**src/include/smp_pkg.sv**
```systemverilog
package smp_pkg;

  // ==========================================================
  // Address map (byte addresses within a 256-entry area)
  localparam int          SMP_AREA_SPAN      = 256;
  localparam int          SMP_ADDR_W         = $clog2(SMP_AREA_SPAN);
  localparam logic [7:0]  SMP_SYSTEM_CONTROL_ZERO_ADDR   = 8'h8F;
  localparam logic [7:0]  SMP_PASSWORD_PROTECTION_ADDR    = 8'hBB;
  localparam logic [7:0]  SMP_PROT_CTRL_ADDR = 8'hBC;
  localparam logic [7:0]  SMP_PAGE_BASE      = 8'hC0;
  localparam int          SMP_PAGE_WIN_W     = 3;

  // ==========================================================
  // System control field layout and reset
  localparam int          SMP_AREA_BIT       = 0;
  localparam int          SMP_RSV_ONE_BIT    = 2;
  localparam int          SMP_IMODE_BIT      = 4;
  localparam logic [7:0]  SMP_SYSTEM_CONTROL_ZERO_RST    = 8'h04;

  // ==========================================================
  // Password register field layout, reset and patterns
  localparam int          SMP_MODE_LSB       = 0;
  localparam int          SMP_STATUS_BIT     = 2;
  localparam int          SMP_PASS_LSB       = 3;
  localparam logic [7:0]  SMP_PASSWORD_PROTECTION_RST     = 8'h07;
  localparam logic [1:0]  SMP_MODE_RST       = 2'h3;
  localparam logic [1:0]  SMP_MODE_OFF       = 2'h0;
  localparam logic        SMP_LOCK_RST       = 1'b1;
  localparam logic [4:0]  SMP_PASS_MODE      = 5'h18;
  localparam logic [4:0]  SMP_PASS_OPEN      = 5'h13;
  localparam logic [4:0]  SMP_PASS_CLOSE     = 5'h15;
  localparam logic [7:0]  SMP_PROT_CTRL_RST  = 8'h00;

  // ==========================================================
  // Helpers
  function automatic logic smp_in_window(input logic [7:0] addr,
                                         input logic [7:0] base,
                                         input int         win_w);
    logic [7:0] mask;
    mask = 8'hFF << win_w;
    return (addr & mask) == (base & mask);
  endfunction : smp_in_window

endpackage : smp_pkg

```
**src/include/smp_page_if.sv**
```systemverilog
`timescale 1ns/10ps
`default_nettype none

interface smp_page_if #(
  parameter int AW = 3
);
  logic          wr;
  logic [AW-1:0] addr;
  logic [7:0]    wdata;
  logic [7:0]    rdata;

  modport host (output wr, output addr, output wdata, input rdata);
  modport page (input wr, input addr, input wdata, output rdata);
endinterface : smp_page_if

`default_nettype wire

```
**src/verilog/smp_paged_regs.sv**
```systemverilog
`timescale 1ns/10ps
`default_nettype none

module smp_paged_regs
  import smp_pkg::*;
#(
  parameter int PAGES = 4,
  parameter int REGS  = 7
) (
  // Clock and reset
  input  wire logic clk,
  input  wire logic rst_n,
  // Local register access
  smp_page_if.page  bus
);

  localparam int PW = (PAGES > 1) ? $clog2(PAGES) : 1;
  localparam int AW = SMP_PAGE_WIN_W;

  logic [PW-1:0] page_q;
  logic [7:0]    mem_q [PAGES][REGS];
  logic          page_ok;
  logic          reg_ok;
  int unsigned   idx;

  // ==========================================================
  // Local decode: offset 0 is the page register
  always_comb
  begin
    idx     = 32'(bus.addr) - 1;
    page_ok = 32'(page_q) < PAGES;
    reg_ok  = (bus.addr != '0) && (32'(bus.addr) <= REGS);
  end

  // ==========================================================
  // Page register
  always_ff @(posedge clk or negedge rst_n)
  begin
    if (!rst_n)
      page_q <= '0;
    else if (bus.wr && bus.addr == '0)
      page_q <= bus.wdata[PW-1:0];
  end

  // ==========================================================
  // Paged registers, target chosen by the page field
  always_ff @(posedge clk or negedge rst_n)
  begin
    if (!rst_n)
    begin
      for (int p = 0; p < PAGES; p++)
        for (int r = 0; r < REGS; r++)
          mem_q[p][r] <= 8'h00;
    end
    else if (bus.wr && reg_ok && page_ok)
      mem_q[page_q][idx] <= bus.wdata;
  end

  // ==========================================================
  // Read path; invalid page or offset reads zero
  always_comb
  begin
    bus.rdata = 8'h00;
    if (bus.addr == '0)
      bus.rdata = 8'(page_q);
    else if (reg_ok && page_ok)
      bus.rdata = mem_q[page_q][idx];
  end

endmodule : smp_paged_regs

`default_nettype wire

```
**src/verilog/smp_top.sv**
```systemverilog
// Overview of operation
// - Area select at system control bit 0 routes accesses between areas.
// - Area select one picks mapped area, zero picks standard area.
// - System control bit 2 reads one; software writes one.
// - System control bits 7:5, 3 and 1 read zero; software writes zero.
// - Each area spans 256 register addresses.
// - Paged module picks its register by its page field, programmed first.
// - Each paged module sets its own page and register counts.
// - Mode 00 disables protection; protected bits write freely.
// - Mode 11 is reset default; any nonzero mode enables protection.
// - Mode ignores direct writes; loads only with password 11000.
// - Status bit 2 reads zero when writable, one when locked.
// - Password 10011 opens write access to protected bits.
// - Password 10101 closes write access to protected bits.
// - Only three patterns act; any other password does nothing.
`timescale 1ns/10ps
`default_nettype none

module smp_top
  import smp_pkg::*;
#(
  parameter int PAGES = 4,
  parameter int REGS  = 7
) (
  // Clock and reset
  input  wire logic       clk,
  input  wire logic       rst_n,
  // Register port
  input  wire logic [7:0] addr,
  input  wire logic [7:0] wdata,
  input  wire logic       wr,
  input  wire logic       rd,
  output logic      [7:0] rdata_q,
  // Forwarded accesses to other registers
  output logic            fwd_wr_q,
  output logic            fwd_rd_q,
  output logic            fwd_area_q,
  output logic      [7:0] fwd_addr_q,
  output logic      [7:0] fwd_wdata_q,
  // Control and status
  output logic            area_select_q,
  output logic            idle_mode_q,
  output logic            prot_locked_q,
  output logic      [1:0] prot_mode_q,
  output logic      [7:0] prot_ctrl_q
);

  // ==========================================================
  // Declarations
  logic       lock_q;
  logic       scheme_on;
  logic       locked;
  logic       hit_sys;
  logic       hit_pw;
  logic       hit_pc;
  logic       hit_pg;
  logic       hit_any;
  logic [4:0] pass;
  logic [7:0] rdata_d;
  logic [7:0] sys_view;
  logic [7:0] pw_view;

  smp_page_if #(.AW(SMP_PAGE_WIN_W)) pg_bus ();

  // ==========================================================
  // Address decode
  always_comb
  begin
    // System control reachable in either area
    hit_sys = (addr == SMP_SYSTEM_CONTROL_ZERO_ADDR);
    // Standard area when area select is zero
    hit_pw  = !area_select_q && (addr == SMP_PASSWORD_PROTECTION_ADDR);
    hit_pc  = !area_select_q && (addr == SMP_PROT_CTRL_ADDR);
    // Mapped area when area select is one
    hit_pg  = area_select_q
              && smp_in_window(addr, SMP_PAGE_BASE, SMP_PAGE_WIN_W);
    hit_any = hit_sys || hit_pw || hit_pc || hit_pg;
    pass    = wdata[SMP_PASS_LSB +: 5];
  end

  // ==========================================================
  // Protection state
  always_comb
  begin
    scheme_on = (prot_mode_q != SMP_MODE_OFF);
    locked    = scheme_on && lock_q;
  end

  // ==========================================================
  // System control register
  always_ff @(posedge clk or negedge rst_n)
  begin
    if (!rst_n)
    begin
      area_select_q <= SMP_SYSTEM_CONTROL_ZERO_RST[SMP_AREA_BIT];
      idle_mode_q   <= SMP_SYSTEM_CONTROL_ZERO_RST[SMP_IMODE_BIT];
    end
    else if (wr && hit_sys)
    begin
      area_select_q <= wdata[SMP_AREA_BIT];
      idle_mode_q   <= wdata[SMP_IMODE_BIT];
    end
  end

  // ==========================================================
  // Protection mode, loaded only with the mode password
  always_ff @(posedge clk or negedge rst_n)
  begin
    if (!rst_n)
      prot_mode_q <= SMP_MODE_RST;
    else if (wr && hit_pw && pass == SMP_PASS_MODE)
      prot_mode_q <= wdata[SMP_MODE_LSB +: 2];
  end

  // ==========================================================
  // Open and close of protected bits
  always_ff @(posedge clk or negedge rst_n)
  begin
    if (!rst_n)
      lock_q <= SMP_LOCK_RST;
    else if (wr && hit_pw)
    begin
      unique case (pass)
        SMP_PASS_OPEN:  lock_q <= 1'b0;
        SMP_PASS_CLOSE: lock_q <= 1'b1;
        default:        lock_q <= lock_q;
      endcase
    end
  end

  // ==========================================================
  // Status mirror to the port
  always_ff @(posedge clk or negedge rst_n)
  begin
    if (!rst_n)
      prot_locked_q <= SMP_LOCK_RST;
    else
      prot_locked_q <= locked;
  end

  // ==========================================================
  // Register whose bits are all protected
  always_ff @(posedge clk or negedge rst_n)
  begin
    if (!rst_n)
      prot_ctrl_q <= SMP_PROT_CTRL_RST;
    else if (wr && hit_pc && !locked)
      prot_ctrl_q <= wdata;
  end

  // ==========================================================
  // Paged module in the mapped area
  always_comb
  begin
    pg_bus.wr    = wr && hit_pg;
    pg_bus.addr  = addr[SMP_PAGE_WIN_W-1:0];
    pg_bus.wdata = wdata;
  end

  smp_paged_regs #(
    .PAGES (PAGES),
    .REGS  (REGS)
  ) u_paged (
    .clk   (clk),
    .rst_n (rst_n),
    .bus   (pg_bus.page)
  );

  // ==========================================================
  // Read views of the local registers
  always_comb
  begin
    sys_view                  = 8'h00;
    sys_view[SMP_RSV_ONE_BIT] = 1'b1;
    sys_view[SMP_AREA_BIT]    = area_select_q;
    sys_view[SMP_IMODE_BIT]   = idle_mode_q;
    pw_view                   = 8'h00;
    pw_view[SMP_MODE_LSB +: 2] = prot_mode_q;
    pw_view[SMP_STATUS_BIT]   = locked;
  end

  // ==========================================================
  // Read data mux
  always_comb
  begin
    rdata_d = 8'h00;
    if (rd)
    begin
      if (hit_sys)
        rdata_d = sys_view;
      else if (hit_pw)
        rdata_d = pw_view;
      else if (hit_pc)
        rdata_d = prot_ctrl_q;
      else if (hit_pg)
        rdata_d = pg_bus.rdata;
    end
  end

  // ==========================================================
  // Read data, valid in the cycle after the strobe only
  always_ff @(posedge clk or negedge rst_n)
  begin
    if (!rst_n)
      rdata_q <= 8'h00;
    else
      rdata_q <= rdata_d;
  end

  // ==========================================================
  // Accesses not served here go out tagged with their area
  always_ff @(posedge clk or negedge rst_n)
  begin
    if (!rst_n)
    begin
      fwd_wr_q    <= 1'b0;
      fwd_rd_q    <= 1'b0;
      fwd_area_q  <= 1'b0;
      fwd_addr_q  <= 8'h00;
      fwd_wdata_q <= 8'h00;
    end
    else
    begin
      fwd_wr_q <= wr && !hit_any;
      fwd_rd_q <= rd && !hit_any;
      if ((wr || rd) && !hit_any)
      begin
        // Full 8-bit address per area
        fwd_area_q  <= area_select_q;
        fwd_addr_q  <= addr;
        fwd_wdata_q <= wdata;
      end
    end
  end

endmodule : smp_top

`default_nettype wire
```
**config.mk**
```make
export PLATFORM = sky130hd
export DESIGN_NAME = smp_top
export DESIGN_NICKNAME = d
export VERILOG_FILES = /design/src/include/smp_pkg.sv /design/src/include/smp_page_if.sv /design/src/verilog/smp_paged_regs.sv /design/src/verilog/smp_top.sv
export SDC_FILE = /design/constraint.sdc
export NUM_CORES = 1
export LEC_CHECK = 0
export BUFFER_PORTS_ARGS = -buffer_cell sky130_fd_sc_hd__clkbuf_2
export CORE_MARGIN = 2
export CORE_UTILIZATION = 50
export CTS_CLUSTER_DIAMETER = 60
export DETAILED_ROUTE_END_ITERATION = 8
export PLACE_DENSITY_LB_ADDON = 0.2
export SETUP_SLACK_MARGIN = 0.4
export SYNTH_ARGS = -nofsm -noshare
export SYNTH_HDL_FRONTEND = slang
export SYNTH_SLANG_ARGS = --single-unit
```
**constraint.sdc**
```tcl
create_clock -name clk -period 2.4 [get_ports clk]
set_input_delay 0.12 -clock clk [delete_from_list [all_inputs] [get_ports clk]]
set_output_delay 0.12 -clock clk [all_outputs]
set_load 0.02 [all_outputs]
```
Word-level counts from Yosys, hierarchy flattened
Index checks and enable logic that the tools add are counted.

Add/subtract/negate cells: 1. Magnitude comparators: 4. Eq/ne operators: 7. Muxes and demuxes: 19. Bitwise gates (word level): 2. Reductions and logical operators: 29.

Operators with widths (number): bitwise mux 224 bit (1); 2-to-1 mux 56 bit (3); binary-select mux 56 bit (select 2 bit) (1); demux 56 bit (select 2 bit) (1); 2-to-1 mux 8 bit (10); greater-or-equal comparator 33 x 4 -> 1 bit (second input constant) (1); < comparator 33 x 1 -> 1 bit (second input constant) (1); NOT 32 -> 33 bit (1); binary-select mux 8 bit (select 3 bit) (1); demux 8 bit (select 3 bit) (1); == test 8 bit (second input constant) (3); == test 5 bit (second input constant) (4); logical AND 1 bit (17); logical OR 1 bit (4); nonzero test 2 bit (2); subtractor 3 x 1 -> 4 bit (second input constant) (1); greater-or-equal comparator 3 bit (second input constant) (1); zero test 1 bit (3); zero test 3 bit (1); < comparator 3 x 1 -> 1 bit (second input constant) (1); NOT 2 -> 3 bit (1); nonzero test 3 bit (1); case mux 1 bit (2 select lines) (1); AND reduction 2 bit (1).

Flip-flop bits (word level): 267. Bits of input ports: 20. Output and inout port bits: 40.

Logic depth before layout (Yosys ltp)
Gate-level depths: netlist (run 1).

Word-level depth: 14. Mapped depth: 9. Mapped depth without buffers: 7.

Cells and area by module
A second synthesis (run 1) with hierarchy kept.

Cells, all modules: 922. Area total of the unflattened synthesis: 12881.1 um^2.

Modules (own cells, without submodules): smp_paged_regs (times used 1, cells each 782, area each 11021.8 um^2); smp_top (times used 1, cells each 140, area each 1859.3 um^2).

Worst setup path before layout (run 1)
No wires, ideal clock.

Path kind: register to register. Start point: reg area_select_q. End point: reg u_paged.mem_q[184] (netlist name). Arrival: 1965 ps. Path slack: 307 ps. Stages on the path, launching flop included: 7. Buffers on the path: 1. Cells stage by stage: dfrtp_1 > nand4b_1 > and4bb_1 > or3b_1 > buf_6 > nor2_8 > mux2_1.

Cells in the longest elaborated chain, start to end: 3.

RTL lines: from (decl) (line smp_top.sv:41) `output logic area_select_q,`; from (signal assigned) (line smp_top.sv:95) `area_select_q <= SMP_SYSTEM_CONTROL_ZERO_RST[SMP_AREA_BIT];`; from (signal assigned) (line smp_top.sv:100) `area_select_q <= wdata[SMP_AREA_BIT];`; logical AND 1 bit (line smp_top.sv:76) `&& smp_in_window(addr, SMP_PAGE_BASE, SMP_PAGE_WIN_W);`; logical AND 1 bit (line smp_top.sv:155) `pg_bus.wr = wr && hit_pg;`; logical AND 1 bit (line smp_paged_regs.sv:55) `else if (bus.wr && reg_ok && page_ok)`; to (signal, indexed assignment) (line smp_paged_regs.sv:56) `mem_q[page_q][idx] <= bus.wdata;`; to (decl) (line smp_paged_regs.sv:21) `logic [7:0] mem_q [PAGES][REGS];`.

No other way between the ends. A chain may end at the register's enable or synchronous reset.

Worst setup path in the final report (run 1)
Start point: reg u_paged.page_q[0]. End point: reg rdata_q[6].

Cells in the longest elaborated chain, start to end: 14.

RTL lines: from (decl) (line smp_paged_regs.sv:20) `logic [PW-1:0] page_q;`; from (signal assigned) (line smp_paged_regs.sv:42) `page_q <= bus.wdata[PW-1:0];`; NOT 2 -> 3 bit (not written as such) (line smp_paged_regs.sv:67) `bus.rdata = mem_q[page_q][idx];`; binary-select mux 56 bit (select 2 bit) (line smp_paged_regs.sv:67); 2-to-1 mux 56 bit (not written as such) (2 in a row) (line smp_paged_regs.sv:67); binary-select mux 8 bit (select 3 bit) (line smp_paged_regs.sv:67); 2-to-1 mux 8 bit (not written as such) (2 in a row) (line smp_paged_regs.sv:67); 2-to-1 mux 8 bit (line smp_paged_regs.sv:66) `else if (reg_ok && page_ok)`; 2-to-1 mux 8 bit (line smp_paged_regs.sv:64) `if (bus.addr == '0)`; 2-to-1 mux 8 bit (line smp_top.sv:195) `else if (hit_pg)`; 2-to-1 mux 8 bit (line smp_top.sv:193) `else if (hit_pc)`; 2-to-1 mux 8 bit (line smp_top.sv:191) `else if (hit_pw)`; 2-to-1 mux 8 bit (line smp_top.sv:189) `if (hit_sys)`; 2-to-1 mux 8 bit (line smp_top.sv:187) `if (rd)`; named net rdata_d[6] (line smp_top.sv:59) `logic [7:0] rdata_d;`; to (signal assigned) (line smp_top.sv:207) `rdata_q <= rdata_d;`; to (decl) (line smp_top.sv:33) `output logic [7:0] rdata_q,`.

The timed path passes the listed nets, and every way through them passes these cells. The select of a mux whose other input is x is not followed.

==> results of run 1 <==
==> worst max-delay path, cell delays in order (launching register included) <==
cell,delay [ns]
dfrtp_4,0.46
buf_8,0.15
buf_6,0.13
mux4_2,0.55
nand2_2,0.12
nand2_4,0.07
a221oi_4,0.38
buf_4,0.18
o31ai_2,0.05
==> final cells by class <==
type	instances	area (sq um)
clock buffer	35	808
clock inverter	14	136
fill	1600	8330
inverter	6	22.5
multi-input combinational	473	6520
sequential	267	6700
tap	324	405
timing repair buffer	157	1550
==> cells by family (layout without fill, tap and decap cells) <==
kind of cell,after synthesis,after routing
mux,317,317
flops,267,267
simple gates,107,107
buf+inv,61,212
compound gates,44,44
fa+ha+maj,3,3
xor+xnor,2,2
==> cells in the mapped netlist (3+ instances only) <==
library cell,number
nor3_1,7
inv_1,4
mux2_1,243
a221oi_1,6
buf_4,6
mux4_2,60
nor2_1,10
a22o_1,7
dfrtp_1,263
o31ai_1,7
buf_6,7
clkbuf_1,29
nand3_1,3
ha_1,3
dfstp_2,4
nand2b_1,5
and3_1,4
nand2_1,29
o21a_1,3
or3_1,3
o21ai_1,3
nor2_4,11
mux2_4,10
buf_2,11
nand3_2,3
nor2b_1,3
a211oi_1,4
nor2_8,9
nand3b_1,5
==> state kept, by name, indices dropped and copies added, names as in the netlist <==
register        flops
u_paged.mem_q     224
fwd_addr_q          8
fwd_wdata_q         8
prot_ctrl_q         8
rdata_q             8
prot_mode_q         2
u_paged.page_q      2
area_select_q       1
fwd_area_q          1
fwd_rd_q            1
fwd_wr_q            1
idle_mode_q         1
lock_q              1
prot_locked_q       1
==> power by group <==
part	leakage, nW	switching, mW	internal (mW)	total, mW
registers	3.67	0.0249	4.54	4.56
logic	3.57	0.417	0.189	0.606
clock network	0.469	1.80	2.60	4.40
==> through the flow <==
| step | total power [mW] | TNS [ns] |
|---|---|---|
| 3_3_place_gp | 5.16 | -0.225 |
| 5_1_grt | 9.87 | 0 |
| 2_1_floorplan | 4.90 | 0 |
| 4_1_cts | 9.60 | 0 |
| 6_report | 9.57 | 0 |
| 3_5_place_dp | 5.18 | -0.298 |
==> path summary, 6_finish.rpt <==
check,from,to,slack [ns],depth (start not counted)
max in group asynchronous,rst_n,u_paged.page_q[0],1.39,3
worst max register to register,u_paged.page_q[0],rdata_q[6],0.19,8
min in group asynchronous,rst_n,u_paged.mem_q[147],0.24,3
worst min register to register,u_paged.mem_q[41],u_paged.mem_q[41],0.49,1
worst min-delay path,wdata[5],prot_mode_q[1],0.03,4
worst max-delay path,u_paged.page_q[0],rdata_q[6],0.19,8
==> what timing repair did <==
item / in CTS / in global routing
buffers inserted: 23 / 9
hold buffers: 11 / 0
endpoints found under the hold margin: 276 / 0
pin swaps: 33 / 31
setup endpoints to repair: 233 / 251
gates resized for setup: 139 / 147
cloned: 3 / 1
==> metal layers <==
layer  up-vias  global-route usage  share of wire
met4         0              0.0756          0.020
met2       237               0.404           0.49
met3        46              0.0363          0.059
li1       3244                   -              -
met5         -                   0              0
met1      4188               0.350           0.44
==> impl_metrics.yaml, run 1 <==
logic_synthesis:
  syn_area_sq_um: 12500
  synth_compound_area_frac: 0.0270
  synth.avg_cell_area_sq_um: 15.6
  synthXorXnorAreaFrac: 0.00260
  synth.distinct_cells: 58
  synth_top_area_cell: "dfrtp_1"
  synthMuxAreaShare: 0.342
  yosys.area_share.simple: 0.0645
  synth_top_area_frac: 0.527
  synthFlopType: "dfrtp_1"
  synth_top_family_by_area: "multiplexers"
  synthAdderAreaFrac: 0.00300
  synth_edf_count: 0
  yosysSeqAreaShare: 0.535
  yosysWarnings: 0
  synth_nets: 824
  synthCells: 801
  synthTopCellsByArea: "dfrtp_1, mux2_1, mux4_2"
  async_flop_share: 1.00
  ys_ff_latch: 267
grt:
  grt_pass1_wl_um: 49900
  grt_pass1_vias: 8274
  track_usage: 0.248
  grt_max_degree: 144
  antenna_found_initial: 0
  grt_overflow: 0
layout:
  diodes: 0
  drive_above_1_share: 0.565
  final_cells: 1276
  final_cell_mix: "dfrtp_1, mux2_4, mux4_2"
  area_delta_synth_final_pct: 29.1
  nets: 957
  final_util: 0.659
  final_common_cell: "dfrtp_1"
  final_cell_area_sq_um: 16100
critical_path:
  cp_max_fo: 4
  crit_type: "flip-flop to flip-flop"
  cp_data_arrival_time_ns: 2.62
  start_kind: "flip-flop"
  cp-end-kind: "flip-flop"
  crit_required_ns: 2.81
placed_design:
  port_buffers: 59
  gp_congestion: 0.868
  dpl.hpwl_um: 20000
  placed_area_sq_um: 13400
  dpl_worst_slack_ns: -0.160
  dp.cells: 1180
drt:
  vias_per_cell: 6.05
  ant_nets: 0
  drc: 0
  vias: 7715
  dr.pass1.iters: 4
  wire_per_inst_um: 25.6
  drtIter0Drc: 620
  wl_um: 32700
sta:
  hold_viol: 0
  worst_pin_slew_ns: 0.923
  fin_skew_ns: 0.00660
  rsz0062_at_grt: "true"
  relSlewSlack: 0.385
  post-route-min-period_ns: 2.21
  setup_slack_ns: 0.187
  fmax_mhz: 452
  hold-worst-slack_ns: 0.0328
  slew_viol_final: 0
  final-setup-viol-count: 0
  finalCritPeriodShare: 0.922
clock_network:
  ctsHtreeMaxLevel: 1
  cts_tree: "yes"
  insertion_delay_ns: 0.54
  clk_pin_slew_ns: 0.06
  numCtsBuffers: 29
  root_buffer: "clkbuf_16"
  clockBufferDepth: 3
  clock_sink_count: 267
floorplanning:
  die_w_um: 162
  die_h_um: 162
  dieArea_sq_um: 26300
  start_util: 0.511
  ios: 60
  rows: 57
  core_sq_um: 24500
worst_hold_path:
  hold_class: "input pin to flip-flop"
status:
  status: "complete, no violations"
power:
  p_per_area_nw_per_um2: 593
  vdd_drop_max_mv: 0.590
  static-leakage-power_nw: 7.71
job:
  max-cap-violations: 0
Note: power is estimated with default switching activity, not from simulation.
==> inputs of run 2 (changes only) <==
- CTS_BUF_LIST: default -> sky130_fd_sc_hd__clkbuf_16
==> run 2 against run 1 <==
Net effect: register-to-register slack about the same; via count up 0.97%; die area unchanged; worst hold slack about the same; sequential share of layout area about the same; critical path depth down 2; final area about the same; critical endpoint is now rdata_q[2].
==> impl_metrics.yaml, run 2 (synthesis results as in run 1) <==
critical_path:
  start_kind: "flip-flop"
  r2r-start: "u_paged.page_q[0]"
  crit_required_ns: 2.81
  crit_type: "flip-flop to flip-flop"
  crit_start: "u_paged.page_q[0]"
  cp-end-kind: "flip-flop"
  cp_data_arrival_time_ns: 2.63
  cp_max_fo: 6
layout:
  area_delta_synth_final_pct: 29.1
  final_common_cell: "dfrtp_1"
  largest_reg_flops: 224
  final_cell_area_sq_um: 16100
  diodes: 0
  top_register: "u_paged.mem_q"
  drive_above_1_share: 0.564
  nets: 963
  final_cells: 1282
  final_util: 0.660
  final_cell_mix: "dfrtp_1, mux2_4, mux4_2"
power:
  vdd_drop_max_mv: 0.606
  static-leakage-power_nw: 7.70
  p_per_area_nw_per_um2: 582
  power_mw: 9.40
status:
  status: "complete, no violations"
sta:
  post-route-min-period_ns: 2.21
  hold_viol: 0
  final-setup-viol-count: 0
  worst_pin_slew_ns: 0.900
  fmax_mhz: 452
  relSlewSlack: 0.400
  setup_slack_ns: 0.187
  hold-worst-slack_ns: 0.0330
  finalCritPeriodShare: 0.922
  rsz0062_at_grt: "true"
  fin_skew_ns: 0.00772
  slew_viol_final: 0
  tns_ns: 0
floorplanning:
  ios: 60
  die_w_um: 162
  rows: 57
  start_util: 0.511
  die_h_um: 162
  core_sq_um: 24500
  dieArea_sq_um: 26300
grt:
  grt_pass1_vias: 8292
  grt_pass1_wl_um: 50200
  antenna_found_initial: 0
  grt_max_degree: 144
  grt_overflow: 0
  track_usage: 0.249
drt:
  drc: 0
  ant_nets: 0
  dr.pass1.iters: 5
  vias: 7790
  vias_per_cell: 6.08
  drtIter0Drc: 672
  wl_um: 33000
  wire_per_inst_um: 25.8
clock_network:
  cts_tree: "yes"
  clock_sink_count: 267
  clk_pin_slew_ns: 0.06
  numCtsBuffers: 29
  ctsHtreeMaxLevel: 1
  clockBufferDepth: 3
  root_buffer: "clkbuf_16"
  insertion_delay_ns: 0.55
worst_hold_path:
  hold_class: "input pin to flip-flop"
  hold_path_startpoint: "wdata[5]"
placed_design:
  dpl_worst_slack_ns: -0.160
  port_buffers: 59
  placed_area_sq_um: 13400
  dpl.hpwl_um: 20000
  dp.cells: 1180
  gp_congestion: 0.868
job:
  max-cap-violations: 0
## run 2: changes by cell type in the layout (fill, tap and decap cells not counted), moves of 3 or more
cell,delta
clkinv_1,+6
mux2_4,-3
clkbuf_8,-6
mux2_1,+3
buf_4,+8
## run 2: repair_timing
action | CTS | global route
hold buffers | 11 | 0
endpoints found under the setup margin | 232 | 259
pin swaps | 32 | 31
hold endpoints to repair | 276 | 0
gates resized for setup | 133 | 155
gates cloned | 1 | 3
setup buffers | 28 | 10
## run 2: routing by layer
metal  up-vias  track usage  share of wire
met1      4225        0.357           0.45
met4         0       0.0684          0.021
met5         -            0              0
li1       3263            -              -
met2       256        0.405           0.48
met3        46       0.0306          0.048
## run 2: final timing paths
check,to,cells past startpoint,slack (ns)
worst max-delay path,rdata_q[2],6,0.19
worst min-delay path,prot_mode_q[1],4,0.03
worst max register to register,rdata_q[2],6,0.19
worst min register to register,u_paged.mem_q[84],1,0.49
max in group asynchronous,u_paged.page_q[1],3,1.39
min in group asynchronous,u_paged.mem_q[38],3,0.23
## run 2: final cells by class
cell class,instances,area (sq um)
multi-input combinational,473,6550
tap,324,405
inverter,6,22.5
clock inverter,20,159
clock buffer,29,726
sequential,267,6700
timing repair buffer,163,1570
fill,1605,8330
## run 2: critical path, cell delays in order, from the launching register on
cell and delay (ns):
dfrtp_4 0.46, buf_12 0.15, buf_6 0.14, mux4_2 0.54, mux4_2 0.54, nor2_4 0.14, o32ai_1 0.10
## run 2: power breakdown
group / switching [mW] / total, mW / internal (mW)
registers: 0.0247 / 4.56 / 4.54
clock network: 1.82 / 4.22 / 2.40
logic: 0.421 / 0.612 / 0.191
total: 2.26 / 9.40 / 7.13
==> inputs of run 3 (changes only) <==
==> constraint.sdc (replaced) <==
create_clock -name clk -period 2.4 [get_ports clk]
set_input_delay 0.24 -clock clk [delete_from_list [all_inputs] [get_ports clk]]
set_output_delay 0.24 -clock clk [all_outputs]
set_load 0.02 [all_outputs]
==> run 3 against run 2 <==
Net effect: die area unchanged; combinational power down 3.4%; fmax down 3.5%; sequential power about the same; critical path depth unchanged; non-clock buffer count down 13; cell count down 0.47%; global-route usage down 0.69 points; clock power up 2%; largest cell class unchanged; highest routed layer unchanged.
==> impl_metrics.yaml, run 3 (synthesis results as in run 1) <==
layout:
  diodes: 0
  area_delta_synth_final_pct: 25.1
  fill_cells: 1712
  drive_above_1_share: 0.485
  largest_reg_flops: 224
  final_cell_area_sq_um: 15600
  final_util: 0.639
  top_register: "u_paged.mem_q"
  nets: 951
  final_cell_mix: "dfrtp_1, mux2_4, mux2_1"
  final_common_cell: "dfrtp_1"
floorplanning:
  die_w_um: 162
  die_h_um: 162
  core_sq_um: 24500
  ios: 60
  dieArea_sq_um: 26300
  start_util: 0.511
  rows: 57
drt:
  vias_per_cell: 6.10
  vias: 7789
  dr.pass1.iters: 6
  top_layer: "met4"
  ant_nets: 0
  wl_met3_um: 1770
  wl_met1_um: 14000
  drc: 0
  drtIter0Drc: 627
  routed-wl-met2_um: 15400
  wire_per_inst_um: 25.2
  wl_um: 32100
clock_network:
  cts_tree: "yes"
  clk_pin_slew_ns: 0.06
  clockBufferDepth: 3
  root_buffer: "clkbuf_16"
  numCtsBuffers: 30
  insertion_delay_ns: 0.56
  clock_sink_count: 267
  ctsHtreeMaxLevel: 1
critical_path:
  cp_max_fo: 8
  cp_data_arrival_time_ns: 2.69
  cpPeakStageDelay_ns: 0.57
  cp-end-kind: "flip-flop"
  start_kind: "flip-flop"
  path_buf_inv: 1
  path_delay_family: "compound AO/OA/AOI/OAI gates"
  path_cells: "buf_4 > mux4_2 > a31o_1 > a221o_1 > o31ai_2 > a21oi_1"
  crit_required_ns: 2.80
  critPathSlowestCell: "dfrtp_4"
  crit_type: "flip-flop to flip-flop"
power:
  power_mw: 9.45
  p_per_area_nw_per_um2: 604
  static-leakage-power_nw: 7.57
  vdd_drop_max_mv: 0.622
sta:
  rsz0062_at_grt: "true"
  post-route-min-period_ns: 2.29
  worst_pin_slew_ns: 0.837
  slew_viol_final: 0
  hold_viol: 0
  fmax_mhz: 436
  fin_skew_ns: 0.0270
  relSlewSlack: 0.442
  final-setup-viol-count: 0
  finalCritPeriodShare: 0.955
job:
  max-cap-violations: 0
worst_hold_path:
  hold_class: "input pin to flip-flop"
placed_design:
  placed_area_sq_um: 13600
  dpl.hpwl_um: 20500
  gp_congestion: 0.919
  port_buffers: 59
grt:
  grt_overflow: 0
  antenna_found_initial: 1
  grt_max_degree: 79
  grt_pass1_wl_um: 48700
  track_usage: 0.242
  grt_pass1_vias: 8207
status:
  status: "complete, no violations"
run 3: cell types whose count changed in the layout (fill, tap and decap cells not counted), sizes merged:
cell / change
dlygate4sd3: -6
clkinvlp: -1
clkinv: +1
buf: -6
inv: +6
run 3: repair_timing:
action / CTS / global route
hold buffers: 5 / 0
gates resized for setup: 55 / 111
cloned: 0 / 2
hold endpoints to repair: 70 / 0
buffers inserted: 17 / 15
setup endpoints to repair: 176 / 195
pin swaps: 14 / 22
run 3: per-layer routing:
layer,global-route usage,vias to the layer above
li1,-,3248
met1,0.331,4191
met2,0.394,280
met3,0.0437,70
met4,0.0817,0
met5,0,-
run 3: area by class of cell:
| class | instances | area, sq um | area share |
|---|---|---|---|
| inverter | 6 | 25.0 | 0.00160 |
| sequential | 267 | 6690 | 0.428 |
| tap | 324 | 405 | 0.0259 |
| clock buffer | 30 | 751 | 0.0480 |
| clock inverter | 26 | 176 | 0.0113 |
| multi-input combinational | 473 | 6150 | 0.394 |
| timing repair buffer | 150 | 1430 | 0.0915 |
run 3: final timing paths:
kind,slack (ns),endpoint,start,cells after the start
setup reg to reg,0.11,rdata_q[0],u_paged.page_q[0],6
min in group asynchronous,0.26,u_paged.mem_q[31],rst_n,2
setup / recovery,0.11,rdata_q[0],u_paged.page_q[0],6
hold / removal,0.07,fwd_addr_q[5],addr[5],2
max in group asynchronous,1.32,u_paged.mem_q[119],rst_n,3
hold reg to reg,0.48,u_paged.mem_q[123],u_paged.mem_q[123],1
run 3: through the flow:
step	TNS [ns]	hold slack, ns	instances	worst slack, ns
finish	0	0.0695	1276	0.108
CTS	0	0.0431	1259	0.148
global route	0	0.0638	1276	0.0893
floorplan	0	-0.0556	801	0.354
detailed placement	-0.205	0.276	1181	-0.0521
global placement	0	0.264	1181	0.00502
run 3: power by group:
part	leakage [nW]	switching (mW)	internal, mW
logic	3.42	0.405	0.186
registers	3.67	0.0241	4.54
clock network	0.485	1.82	2.47
